===== src/rtl/rx_line_defs.svh =====
/*
 * Constants of the receive recovery, decode and loss-detect channel.
 * Assumes a 100 MHz system clock; included by the package and the top.
 */
`ifndef RX_LINE_DEFS_SVH
`define RX_LINE_DEFS_SVH

// ****************************************************************
// rates
// ****************************************************************
`define SYS_CLK_KHZ 100000
`define DPLL_T1_KHZ 24704
`define DPLL_E1_KHZ 32768
`define NCO_W 24
`define PHASE_W 4
`define PHASE_ALIGN 4'h2
`define PHASE_MID 4'h8
`define PHASE_LAST 4'hF
`define MCLK_HELD_CYC 9'h100

// ****************************************************************
// line decoder
// ****************************************************************
`define DEC_DEPTH 8
`define DEC_HALF 4
`define B8ZS_MARKS 8'h1B
`define B8ZS_VIOLS 8'h12
`define HDB3_VIOLS 4'h1
`define HDB3_MARKS_A 4'h1
`define HDB3_MARKS_B 4'h9

// ****************************************************************
// loss of signal
// ****************************************************************
`define ZRUN_W 12
`define LOS_T1_ZEROS 12'h0AF
`define LOS_E1_ZEROS 12'h020
`define LOS_E1ALT_ZEROS 12'h800
`define CLR_T1_ZMAX 12'h063
`define CLR_E1_ZMAX 12'h00F
`define CLR_T1_MARKS 8'h10
`define CLR_E1_MARKS 8'h04
`define WIN_T1_BITS 8'h80
`define WIN_E1_BITS 8'h20
`define WIN_T1_TAP 127
`define WIN_E1_TAP 31
`define LOS_WIN_BITS 128
`define FIFO_WORDS 4

`endif


===== src/rtl/rx_line_pkg.sv =====
/*
 * Types of the receive channel: loss states and the state record.
 * Assumes the constants header is on the include path.
 */
`include "rx_line_defs.svh"

package rx_line_pkg;

    // one-hot loss-of-signal states
    typedef enum logic [1:0] {
        LOS_IDLE = 2'h1,
        LOS_ALARM = 2'h2
    } los_state_t;

    // whole state of the channel top
    typedef struct packed {
        logic pos_m, pos_s, neg_m, neg_s, mclk_m, mclk_s;
        logic rule_m, rule_s, edge_polarity_select_m, edge_polarity_select_s;
        logic [8:0] mclk_cnt;
        logic [`NCO_W-1:0] nco;
        logic [`PHASE_W-1:0] phase;
        logic lvl, edge_p, seen_p, seen_n;
        logic pend_v, pend_p, pend_n;
        logic last_pol, had_mark;
        logic [`DEC_DEPTH-1:0] mh, vh;
        logic [`ZRUN_W-1:0] zrun;
        logic [`LOS_WIN_BITS-1:0] win;
        logic [7:0] mcnt, since;
        los_state_t los;
        logic pos_o, neg_o, sgl_o, clk_o, viol_o;
        logic los_o, irq_o, term_o;
    } rx_state_t;

endpackage


===== src/rtl/rx_bit_fifo.sv =====
/*
 * Small synchronous FIFO with valid/ready on both sides.
 * Assumes DEPTH is a power of two and one clock for both sides.
 */
`timescale 1ns/100ps

module rx_bit_fifo #(
    parameter int WIDTH = 2,
    parameter int DEPTH = 4
) (
    input wire logic clk_sys, // system clock
    input wire logic srst, // synchronous reset
    input wire logic [WIDTH-1:0] in_data, // word to store
    input wire logic in_valid, // in_data is offered
    output logic in_ready, // room for a word
    output logic [WIDTH-1:0] out_data, // oldest word
    output logic out_valid, // a word is held
    input wire logic out_ready // drain side takes it
);
    localparam int AW = $clog2(DEPTH);

    typedef struct packed {
        logic [DEPTH-1:0][WIDTH-1:0] mem;
        logic [AW:0] wr;
        logic [AW:0] rd;
    } fifo_state_t;

    fifo_state_t f_q, f_d;

    // extra pointer bit tells full from empty
    assign in_ready = !((f_q.wr[AW] != f_q.rd[AW]) &&
                        (f_q.wr[AW-1:0] == f_q.rd[AW-1:0]));
    assign out_valid = (f_q.wr != f_q.rd);
    assign out_data = f_q.mem[f_q.rd[AW-1:0]];

    // push and pop may share a cycle
    always_comb begin
        f_d = f_q;
        if (in_valid && in_ready) begin
            f_d.mem[f_q.wr[AW-1:0]] = in_data;
            f_d.wr = f_q.wr + 1'b1;
        end
        if (out_valid && out_ready) begin
            f_d.rd = f_q.rd + 1'b1;
        end
    end

    always_ff @(posedge clk_sys) begin
        if (srst) begin
            f_q <= '0;
        end else begin
            f_q <= f_d;
        end
    end
endmodule


===== src/rtl/rx_line_recovery.sv =====
/*
 * One receive channel: oversampling clock/data recovery or raw slice
 * pass-through, AMI / B8ZS / HDB3 decoding, loss-of-signal detection
 * and all-ones fill. Assumes slicer pulses, the master clock, the rule
 * pin and the edge pin arrive asynchronously; the other inputs are
 * configuration bits on the system clock.
 */
// Behaviour
// - recovery loop ticks at sixteen times line rate, T1 or E1.
// - recovery bit 0 gives recovered clock and retimed NRZ data.
// - recovery bit 1 passes raw slices; clock out is their XOR.
// - master clock held high forces raw slicing, ignoring recovery bit.
// - jitter buffer sits before decoding; single rail decoded, dual undecoded.
// - global bit or rule pin picks B8ZS/HDB3 or AMI for all.
// - override bit makes this channel use its own rule bit.
// - dual rail bypasses the decoder and ignores every line-code rule input.
// - loss output high during loss; status output tracks it.
// - pulse interrupt on loss set and on clear unless masked.
// - loss after 175, 32 or 2048 consecutive zeros.
// - T1 clears with 16 marks per 128 bits, runs at most 99.
// - E1 clears with 4 marks per 32 bits, runs at most 15.
// - hardware mode allows only the T1 and first E1 rule.
// - during loss, fill enable chooses sliced data or all ones.
// - during loss with fill enabled, clock out carries master clock.
// - single-ended termination only in host mode, bit set.
// - single rail flags each code violation on violation output.
// - edge select high: unpaced data moves on rising clock edge, else falling; paced data moves on the other edge.
`timescale 1ns/100ps
`include "rx_line_defs.svh"

module rx_line_recovery
    import rx_line_pkg::*;
(
    input wire logic clk_sys, // 100 MHz system clock
    input wire logic srst, // synchronous reset, high
    input wire logic slice_pos_in, // positive slicer pulse, pin
    input wire logic slice_neg_in, // negative slicer pulse, pin
    input wire logic master_clk_in, // master reference clock, pin
    input wire logic global_rule_pin, // rule-select pin, high = AMI
    input wire logic edge_polarity_select, // edge select pin
    input wire logic t1_mode, // 1 = T1, 0 = E1
    input wire logic host_mode, // 1 = host, 0 = hardware mode
    input wire logic single_rail_mode, // 1 = single rail
    input wire logic chan_recovery_mode_bit, // 1 = raw slicing
    input wire logic global_config_ami, // global rule bit, 1 = AMI
    input wire logic chan_rule_override_bit, // use own rule bit
    input wire logic chan_line_rule_bit, // own rule, 1 = AMI
    input wire logic e1_alt_los_rule, // host: alternative E1 rule
    input wire logic alarm_fill_enable, // all-ones fill in loss
    input wire logic los_irq_mask, // 1 masks loss interrupt
    input wire logic jitter_atten_en, // pace data through buffer
    input wire logic single_end_term_bit, // termination mode bit
    output logic rx_pos_rail_out, // positive rail data
    output logic rx_neg_rail_out, // negative rail data
    output logic rx_single_rail_out, // decoded single rail data
    output logic rx_recovered_clock_out, // recovered clock
    output logic violation_flag_out, // code violation flag
    output logic loss_alarm_out, // loss of signal
    output logic loss_status_out, // loss status bit
    output logic los_irq_out, // loss change interrupt pulse
    output logic term_single_end_out // single-ended termination
);

    // ****************************************************************
    // constants and decode
    // ****************************************************************
    localparam logic [`NCO_W-1:0] INC_T1 = `NCO_W'(
        (64'(`DPLL_T1_KHZ) << `NCO_W) / 64'(`SYS_CLK_KHZ));
    localparam logic [`NCO_W-1:0] INC_E1 = `NCO_W'(
        (64'(`DPLL_E1_KHZ) << `NCO_W) / 64'(`SYS_CLK_KHZ));

    rx_state_t s_q, s_d;
    logic mclk_held, bypass, use_ami, alt_e1, pop, drain_ready, ais;
    logic tick, emit, line_mark, bv, f_valid, f_in_ready;
    logic [1:0] f_data;
    logic [`PHASE_W-1:0] incr;
    logic [`ZRUN_W-1:0] thr, zmax, zrun_n;
    logic [7:0] need, winlen;
    logic [`DEC_DEPTH-1:0] mh_n, vh_n;

    // pick a T1 or E1 figure; used for the zero-run limits thr and zmax
    function automatic logic [`ZRUN_W-1:0] by_rate(
        input logic t1, input logic [`ZRUN_W-1:0] t1v,
        input logic [`ZRUN_W-1:0] e1v);
        by_rate = t1 ? t1v : e1v;
    endfunction

    // marks among the newest bits of the window, 128 for T1, 32 for E1
    function automatic logic [7:0] marks_in(
        input logic [`LOS_WIN_BITS-1:0] w, input logic t1);
        logic [7:0] n;
        n = 8'h00;
        for (int i = 0; i < `LOS_WIN_BITS; i++) begin
            if (t1 || i <= `WIN_E1_TAP) begin
                n = n + {7'h00, w[i]};
            end
        end
        marks_in = n;
    endfunction

    assign mclk_held = (s_q.mclk_cnt == `MCLK_HELD_CYC);
    assign bypass = mclk_held | chan_recovery_mode_bit;
    // per-channel override wins over bit and pin
    assign use_ami = chan_rule_override_bit ? chan_line_rule_bit
                   : (global_config_ami | s_q.rule_s);
    assign alt_e1 = host_mode & e1_alt_los_rule;
    assign thr = by_rate(t1_mode, `LOS_T1_ZEROS,
                         alt_e1 ? `LOS_E1ALT_ZEROS : `LOS_E1_ZEROS);
    assign zmax = by_rate(t1_mode, `CLR_T1_ZMAX, `CLR_E1_ZMAX);
    assign need = t1_mode ? `CLR_T1_MARKS : `CLR_E1_MARKS;
    assign winlen = t1_mode ? `WIN_T1_BITS : `WIN_E1_BITS;
    assign ais = (s_q.los == LOS_ALARM) & alarm_fill_enable;
    // with the buffer paced, bits leave at mid-bit, not on arrival
    assign drain_ready = !jitter_atten_en ||
                         (tick && s_q.phase == `PHASE_MID);
    assign pop = f_valid & drain_ready;

    // ****************************************************************
    // bit buffer between recovery and decoder
    // ****************************************************************
    rx_bit_fifo #(
        .WIDTH(2),
        .DEPTH(`FIFO_WORDS)
    ) u_fifo (
        .clk_sys(clk_sys),
        .srst(srst),
        .in_data({s_q.pend_p, s_q.pend_n}),
        .in_valid(s_q.pend_v),
        .in_ready(f_in_ready),
        .out_data(f_data),
        .out_valid(f_valid),
        .out_ready(drain_ready)
    );

    // ****************************************************************
    // next state
    // ****************************************************************
    always_comb begin
        s_d = s_q;
        incr = 4'h1;
        emit = 1'b0;
        bv = 1'b0;
        line_mark = f_data[1] | f_data[0];
        mh_n = s_q.mh;
        vh_n = s_q.vh;
        zrun_n = s_q.zrun;

        // two-flop synchronisers on every pin
        s_d.pos_m = slice_pos_in;
        s_d.pos_s = s_q.pos_m;
        s_d.neg_m = slice_neg_in;
        s_d.neg_s = s_q.neg_m;
        s_d.mclk_m = master_clk_in;
        s_d.mclk_s = s_q.mclk_m;
        s_d.rule_m = global_rule_pin;
        s_d.rule_s = s_q.rule_m;
        s_d.edge_polarity_select_m = edge_polarity_select;
        s_d.edge_polarity_select_s = s_q.edge_polarity_select_m;

        // a running master clock never stays high this long
        if (!s_q.mclk_s) begin
            s_d.mclk_cnt = '0;
        end else if (!mclk_held) begin
            s_d.mclk_cnt = s_q.mclk_cnt + 9'h001;
        end

        // oversampling tick from a phase accumulator
        {tick, s_d.nco} = {1'b0, s_q.nco} +
                          {1'b0, t1_mode ? INC_T1 : INC_E1};

        // phase steers toward the pulse edge one step on the first tick after each edge
        if (tick) begin
            if (s_q.edge_p) begin
                s_d.edge_p = 1'b0;
                if (s_q.phase < `PHASE_ALIGN) begin
                    incr = 4'h2;
                end else if (s_q.phase > `PHASE_ALIGN) begin
                    incr = 4'h0;
                end
            end
            s_d.phase = s_q.phase + incr;
            emit = (s_q.phase == `PHASE_LAST) && (incr != 4'h0);
        end
        s_d.lvl = s_q.pos_s | s_q.neg_s;
        if (s_d.lvl && !s_q.lvl) begin
            s_d.edge_p = 1'b1;
        end

        // a bit that the buffer refuses waits; a newer one replaces it
        s_d.seen_p = emit ? s_q.pos_s : (s_q.seen_p | s_q.pos_s);
        s_d.seen_n = emit ? s_q.neg_s : (s_q.seen_n | s_q.neg_s);
        if (emit) begin
            s_d.pend_v = 1'b1;
            s_d.pend_p = s_q.seen_p | s_q.pos_s;
            s_d.pend_n = s_q.seen_n | s_q.neg_s;
        end else if (s_q.pend_v && f_in_ready) begin
            s_d.pend_v = 1'b0;
        end

        // recovered clock; unpaced data moves on the chosen edge at phase 0, paced data on the other edge at phase 8
        s_d.clk_o = s_q.edge_polarity_select_s ? !s_q.phase[`PHASE_W-1]
                               : s_q.phase[`PHASE_W-1];
        if (ais) begin
            s_d.clk_o = s_q.mclk_s;
        end

        if (pop) begin
            // decoder: same polarity as last mark is a violation
            bv = line_mark & s_q.had_mark &
                 (f_data[1] == s_q.last_pol);
            if (line_mark) begin
                s_d.last_pol = f_data[1];
                s_d.had_mark = 1'b1;
            end
            mh_n = {s_q.mh[`DEC_DEPTH-2:0], line_mark};
            vh_n = {s_q.vh[`DEC_DEPTH-2:0], bv};
            // substitutions become zeros before they leave the line
            if (!use_ami) begin
                if (t1_mode && mh_n == `B8ZS_MARKS &&
                    vh_n == `B8ZS_VIOLS) begin
                    mh_n = '0;
                    vh_n = '0;
                end else if (!t1_mode &&
                    vh_n[`DEC_HALF-1:0] == `HDB3_VIOLS &&
                    (mh_n[`DEC_HALF-1:0] == `HDB3_MARKS_A ||
                     mh_n[`DEC_HALF-1:0] == `HDB3_MARKS_B)) begin
                    mh_n[`DEC_HALF-1:0] = '0;
                    vh_n[`DEC_HALF-1:0] = '0;
                end
            end
            s_d.mh = mh_n;
            s_d.vh = vh_n;

            // loss: consecutive zeros, saturating
            if (line_mark) begin
                zrun_n = '0;
            end else if (s_q.zrun >= thr) begin
                zrun_n = thr;
            end else begin
                zrun_n = s_q.zrun + 12'h001;
            end
            s_d.zrun = zrun_n;
            // sliding window of marks; the count is taken afresh each bit
            // so a T1/E1 switch cannot leave it out of step (no underflow)
            s_d.win = {s_q.win[`LOS_WIN_BITS-2:0], line_mark};
            s_d.mcnt = marks_in(s_d.win, t1_mode);
            // bits since the last too-long zero run
            if (zrun_n > zmax) begin
                s_d.since = '0;
            end else if (s_q.since < winlen) begin
                s_d.since = s_q.since + 8'h01;
            end
            unique case (s_q.los)
                LOS_IDLE: begin
                    if (zrun_n == thr) begin
                        s_d.los = LOS_ALARM;
                    end
                end
                LOS_ALARM: begin
                    if (s_d.mcnt >= need && s_d.since >= winlen) begin
                        s_d.los = LOS_IDLE;
                    end
                end
                default: begin
                    s_d.los = LOS_IDLE;
                end
            endcase

            // output data: fill, decoded single rail, or dual NRZ
            if (ais) begin
                s_d.pos_o = 1'b1;
                s_d.neg_o = 1'b1;
                s_d.sgl_o = 1'b1;
                s_d.viol_o = 1'b0;
            end else if (single_rail_mode) begin
                s_d.pos_o = 1'b0;
                s_d.neg_o = 1'b0;
                s_d.sgl_o = s_q.mh[`DEC_DEPTH-1];
                s_d.viol_o = s_q.vh[`DEC_DEPTH-1];
            end else begin
                s_d.pos_o = f_data[1];
                s_d.neg_o = f_data[0];
                s_d.sgl_o = 1'b0;
                s_d.viol_o = 1'b0;
            end
        end
        if (!single_rail_mode) begin
            s_d.viol_o = 1'b0;
        end

        // raw slicing: no retiming, no loss, active level from pin
        if (bypass) begin
            s_d.pos_o = s_q.edge_polarity_select_s ? s_q.pos_s : !s_q.pos_s;
            s_d.neg_o = s_q.edge_polarity_select_s ? s_q.neg_s : !s_q.neg_s;
            s_d.clk_o = s_q.pos_s ^ s_q.neg_s;
            s_d.sgl_o = 1'b0;
            s_d.viol_o = 1'b0;
            s_d.los = LOS_IDLE;
            s_d.zrun = '0;
        end

        s_d.los_o = (s_d.los == LOS_ALARM);
        s_d.irq_o = (s_d.los != s_q.los) && !los_irq_mask;
        s_d.term_o = host_mode & single_end_term_bit;
    end

    // ****************************************************************
    // state register
    // ****************************************************************
    always_ff @(posedge clk_sys) begin
        if (srst) begin
            s_q <= '0;
            s_q.los <= LOS_IDLE;
        end else begin
            s_q <= s_d;
        end
    end

    assign rx_pos_rail_out = s_q.pos_o;
    assign rx_neg_rail_out = s_q.neg_o;
    assign rx_single_rail_out = s_q.sgl_o;
    assign rx_recovered_clock_out = s_q.clk_o;
    assign violation_flag_out = s_q.viol_o;
    assign loss_alarm_out = s_q.los_o;
    assign loss_status_out = s_q.los_o;
    assign los_irq_out = s_q.irq_o;
    assign term_single_end_out = s_q.term_o;
endmodule


===== config.mk =====
export PLATFORM = sky130hd
export DESIGN_NAME = rx_line_recovery
export DESIGN_NICKNAME = d
export VERILOG_FILES = /design/src/rtl/rx_line_pkg.sv /design/src/rtl/rx_bit_fifo.sv /design/src/rtl/rx_line_recovery.sv
export VERILOG_INCLUDE_DIRS = /design/src /design/src/rtl
export SDC_FILE = /design/constraint.sdc
export NUM_CORES = 1
export LEC_CHECK = 0
export ABC_AREA = 1
export BUFFER_PORTS_ARGS = -buffer_cell sky130_fd_sc_hd__buf_2
export CAP_MARGIN = 40
export CORE_MARGIN = 4
export CORE_UTILIZATION = 65
export CTS_BUF_LIST = sky130_fd_sc_hd__clkbuf_16
export DETAILED_ROUTE_END_ITERATION = 7
export PLACE_DENSITY = 0.82
export SYNTH_ARGS = -nofsm -noshare
export SYNTH_HDL_FRONTEND = slang
export SYNTH_HIERARCHICAL = 1
export SYNTH_SLANG_ARGS = --single-unit

===== constraint.sdc =====
create_clock -name clk_sys -period 61.5 [get_ports clk_sys]
set_input_delay 3.075 -clock clk_sys [delete_from_list [all_inputs] [get_ports clk_sys]]
set_output_delay 3.075 -clock clk_sys [all_outputs]
set_load 0.01 [all_outputs]

==> flow_summary.ini, run 1 <==
[layout]
final_cell_mix = nand2_1, nor2_1, inv_1
postLayoutCoreUtil_pct = 68.0
footprint_of_the_multi_input_gates_sq_um = 25400
n_fill_cell = 4810
area_growth_pct = 3.18
area.sequential_sq_um = 4870
antenna_cell_count = 0
drive_gt1_share_pct = 9.99
most_common_cell_after_layout_fill_and_taps_aside = nand2_1
design.final.nets = 5849

[synthesis]
netlist.top_cell.by_area = nand2_1
average_cell_area_after_synthesis_sq_um = 6.02
post_synth_main_area_contributors = nand2_1, dfxtp_1, nor2_1
ys_warn_count = 6
mappedNetlistNets = 5955
ys_types = 70
asyncSetResetFlopFracSynth_pct = 0
synth_flop_cell = dfxtp_1
synth_top_area_share_pct = 14.6
ys_seq_area_share_pct = 14.3
synth-edff-count = 0
syn_area_sq_um = 33900
ys_seq_elements = 243
syn_inst = 5637

[setup_path]
critical_path.reg2reg.startpoint = u_fifo/f_q[0]
worstSetupStartpointType = flip-flop
critPathKind = flip-flop to flip-flop
reg2reg_slack_ns = 3.98
critical-path-max-stage-delay_ns = 0.48
crit_arrival_ns = 58.01
critPathCaptureType = flip-flop
critical_path.most_common_cell = ha_1
cp_data_required_time_ns = 61.99
crit_slowest_cell = fa_1
crit-reg2reg-capture = los_irq_out
ff2ff_path_depth = 341
largest_fanout_of_any_net_on_the_critical_path = 6

[worst_hold_path]
holdCritPathClass = flip-flop to flip-flop
min-delay-start = s_d[236]
whs_path_depth = 2
whs_endpoint = s_q[236]

[clock_tree]
cts_htree_levels = 1
clock_path_buffers = 3
clock_latency_ns = 0.60
numClockSinks = 243
root_buffer = clkbuf_16
numCtsBuffers = 28
cts-hold-fix-buffers = 0
worst_setup_hold_path_clk_slew_ns = 0.06
cts_tree = yes

[grt]
grt.total_usage_pct = 25.6
first_pass_grt_wire_length_mm = 129
antenna_found_initial = 0
grt_pass1_vias = 29500
total_congestion_overflow = 0
grt_max_degree = 94

[power_and_ir_drop]
pwr_density_cell_nw_per_um2 = 53.9
p_total_mw = 1.89
worst_ir_drop_vdd_uv = 89.9
leakage_nw = 16.4

[die]
die_w_um = 237
top_level_ports = 28
core.rowCount = 83
effective_utilization_at_floorplan_pct = 65.9
dieArea_sq_um = 55900
die_height_um = 237
core_area_sq_um = 51500

[timing]
timing_hold_violations_final = 0
layout_worst_path_cycle_share_pct = 93.5
setup_viol = 0
maxSlewHeadroom_pct = 38.0
timing.clock.skew_ns = 0.0249
worst_hold_slack_ns = 0.405
timing.final.crit_period_ns = 57.52
clock.fmax_ghz = 0.0174
final_max_slew_viol_count = 0
worst_pin_slew_ns = 0.931

[placed_design]
dp.final_hpwl_mm = 53.4
numPortBuffers = 27
gp_congestion = 0.867

[detailed_routing]
post_drt_via_cell_ratio = 5.37
detailroute.via_count = 33400
dr.pass1.iters = 5
route.detailed.wl_per_inst_um = 12.1
first_iteration_detailed_routing_drc_count = 1856
drtAntennaViolNets = 0
wl_mm = 75.3
detail_route.drc_violations = 0

[run_status]
run_status = completed

[flow_run]
max_cap_viol_count = 0
==> kinds of logic after synthesis <==
group,Yosys count,share of synthesized area (%)
flip-flops,243,14.3
buffers and inverters,859,12.2
multiplexers,3,0.0995
XOR/XNOR,325,9.91
AND/OR/NAND/NOR,3298,42.5
AO/OA/AOI/OAI,610,9.93
adder cells (fa/ha/maj),299,11.1
==> Yosys cell counts (24+ instances only) <==
master,count
nor2_1,1030
xor2_2,26
nand4_1,141
dfxtp_1,243
clkbuf_8,77
a21oi_1,169
inv_2,43
inv_1,603
nor2_2,31
ha_1,297
nand2_1,1322
o21ai_1,62
xor2_1,168
nand2_2,116
nand3b_1,30
o21ai_0,276
xnor2_1,100
nand3_2,24
clkbuf_1,93
nand3_1,451
nor3_1,50
==> sequential cells by signal (all words and copies together) (netlist names) <==
register / cells
violation_flag_out: 1
s_q: 216
rx_neg_rail_out: 1
loss_alarm_out: 1
u_fifo/f_q: 14
los_irq_out: 1
term_single_end_out: 1
rx_single_rail_out: 1
rx_pos_rail_out: 1
rx_recovered_clock_out: 1
s_d: 5
==> metal layers <==
layer	routed length [um]	global-route usage (%)	part of all wire, %
met4	2070	7.61	2.7
met5	0	0	0
met2	34900	44.8	46
met3	3030	2.14	4.0
met1	35300	33.6	47
==> power by group <==
part | internal, mW | leakage, nW | switching [mW] | total, mW
sequential | 0.176 | 1.98 | 0.0133 | 0.189
clock | 0.101 | 0.465 | 0.0774 | 0.179
combinational | 0.560 | 14.0 | 0.959 | 1.52
==> area by class of cell <==
cell class / instances / area share (%)
clock buffers: 28 / 2.00
clock inverters: 24 / 0.768
inverters: 656 / 7.10
multi-input cells: 4535 / 72.5
flip-flops and latches: 243 / 13.9
well taps: 680 / 2.43
repair buffers: 67 / 1.31
==> stage by stage <==
stage | setup TNS, ns | std cells | cell area, sq um | worst slack [ns]
2_1_floorplan | 0 | 5637 | 33900 | 6.54
3_3_place_gp | 0 | 6172 | 33600 | 1.36
3_5_place_dp | 0 | 6173 | 33600 | 0.651
4_1_cts | 0 | 6225 | 34500 | 0.232
5_1_grt | -0.293 | 6233 | 35000 | -0.142
6_report | 0 | 6233 | 35000 | 3.98
==> critical path, delay by kind of cell, from the launching register on <==
family                   cells  cell delay, ns
AND/OR/NAND/NOR            148           13.06
flip-flops                   1            0.38
buffers and inverters       33            2.30
adder cells (fa/ha/maj)    127           37.57
AO/OA/AOI/OAI               33            4.15
==> timing repair <==
| action | in CTS | in global routing |
|---|---|---|
| setup endpoints to repair | 0 | 4 |
| resized for setup | 0 | 104 |
| setup buffers | 0 | 8 |
==> how the worst max path moves through the flow <==
| stage | start | to | slack (ns) | cells past startpoint |
|---|---|---|---|---|
| 2_1_floorplan | u_fifo/f_q[0] | los_irq_out | 6.54 | 339 |
| 3_3_place_gp | u_fifo/f_q[0] | los_irq_out | 1.36 | 339 |
| 3_5_place_dp | u_fifo/f_q[0] | los_irq_out | 0.65 | 340 |
| 4_1_cts | u_fifo/f_q[0] | los_irq_out | 0.23 | 340 |
| 5_1_grt | u_fifo/f_q[0] | los_irq_out | -0.14 | 341 |
| 6_report | u_fifo/f_q[0] | los_irq_out | 3.98 | 341 |
No activity file was read; power rests on OpenSTA's default activity.
==> run 2, diff against run 1 <==
- clock period: 61.5 -> 53.3 ns (I/O delays scaled with it)
==> flow_summary.ini, run 2 (synthesis results as in run 1) <==
[placed_design]
dp.final_hpwl_mm = 56.2
gp_congestion = 0.891
placement.setup.worst_slack_ns = -5.25
numPortBuffers = 27

[timing]
final_max_slew_viol_count = 0
layout_worst_path_cycle_share_pct = 102
worst_hold_slack_ns = 0.406
clock.fmax_ghz = 0.0185
maxSlewHeadroom_pct = 37.2
worst_pin_slew_ns = 0.942
grt_setup_unrepaired = yes
finalWorstSetupSlack_ns = -0.841
timing.final.crit_period_ns = 54.14
timing.clock.skew_ns = 0.0190
setup_viol = 4
timing_hold_violations_final = 0

[detailed_routing]
detail_route.drc_violations = 0
detailroute.via_count = 35000
first_iteration_detailed_routing_drc_count = 2079
drtAntennaViolNets = 0
route.detailed.wl_per_inst_um = 12.7
wl_mm = 82.4
dr.pass1.iters = 8
post_drt_via_cell_ratio = 5.41

[die]
core_area_sq_um = 51500
dieArea_sq_um = 55900
die_w_um = 237
effective_utilization_at_floorplan_pct = 65.9
die_height_um = 237
top_level_ports = 28
core.rowCount = 83

[clock_tree]
worst_setup_hold_path_clk_slew_ns = 0.07
clock_path_buffers = 3
numCtsBuffers = 29
root_buffer = clkbuf_16
cts_tree = yes
cts_htree_levels = 1
numClockSinks = 243
clock_latency_ns = 0.58

[setup_path]
largest_fanout_of_any_net_on_the_critical_path = 5
critPathCaptureType = flip-flop
critical_path.most_common_cell = ha_1
reg2reg_slack_ns = -0.84
worstSetupStartpointType = flip-flop
critPathKind = flip-flop to flip-flop
crit_arrival_ns = 54.66
critical-path-max-stage-delay_ns = 0.60
cp_data_required_time_ns = 53.82
crit_slowest_cell = fa_1

[run_status]
violations = setup timing
run_status = finished with violations

[power_and_ir_drop]
worst_ir_drop_vdd_uv = 74.2
leakage_nw = 17.5
p_total_mw = 2.61
pwr_density_cell_nw_per_um2 = 68.8

[flow_run]
max_cap_viol_count = 0

[layout]
antenna_cell_count = 0
design.final.nets = 6080
final_cell_mix = nand2_1, nor2_1, inv_1
area_growth_pct = 11.7
drive_gt1_share_pct = 16.0
postLayoutCoreUtil_pct = 73.6
most_common_cell_after_layout_fill_and_taps_aside = nand2_1
largest_register_ffs = 216
largest-register = s_q

[grt]
antenna_found_initial = 0
grt_max_degree = 140
grt.total_usage_pct = 27.5
total_congestion_overflow = 0
grt_pass1_vias = 32000
first_pass_grt_wire_length_mm = 138

[worst_hold_path]
holdCritPathClass = flip-flop to flip-flop
-- run 2: final cells by class --
type / instances / area, sq um
fill: 4244 / 13600
clock inverter: 24 / 256
clock buffer: 29 / 726
multi-input combinational: 4535 / 26500
sequential: 243 / 4870
inverter: 656 / 2490
timing repair buffer: 297 / 2240
tap: 680 / 851
-- run 2: stage by stage --
stage	TNS [ns]	cell area, sq um	cells
3_5_place_dp	-20.65	35300	6373
5_1_grt	-16.51	37900	6464
3_3_place_gp	-17.40	35200	6370
2_1_floorplan	0	34100	5637
4_1_cts	-6.27	37000	6436
6_report	-3.09	37900	6464
-- run 2: final timing paths --
| path | cells after the start | to | from |
|---|---|---|---|
| setup / recovery | 341 | los_irq_out | u_fifo/f_q[0] |
| hold / removal | 2 | s_q[236] | s_d[236] |
| setup reg to reg | 341 | los_irq_out | u_fifo/f_q[0] |
| hold reg to reg | 2 | s_q[236] | s_d[236] |
-- run 2: metal layers --
layer	vias to the layer above	track usage, %	routed length (um)
li1	18300	-	-
met1	15700	34.0	36400
met2	735	51.0	40500
met3	172	2.25	2980
met4	0	7.63	2500
met5	-	0	0
-- run 2: critical path: cells and delay by family (launching register included) --
family | cells | cell delay, ns
flops | 1 | 0.36
buf+inv | 36 | 2.59
simple gates | 148 | 12.03
fa+ha+maj | 121 | 34.14
compound gates | 32 | 4.10
xor+xnor | 4 | 0.77
-- run 2: what timing repair did --
action / in CTS / in global routing
setup endpoints to repair: 4 / 4
pin swaps: 105 / 217
hold buffers: 0 / 0
gates resized for setup: 96 / 136
setup buffers: 10 / 28
-- run 2: where the power goes --
group	switching, mW	leakage [nW]	internal [mW]
registers	0.0167	1.98	0.203
clock network	0.0855	0.485	0.120
logic	1.26	15.1	0.921
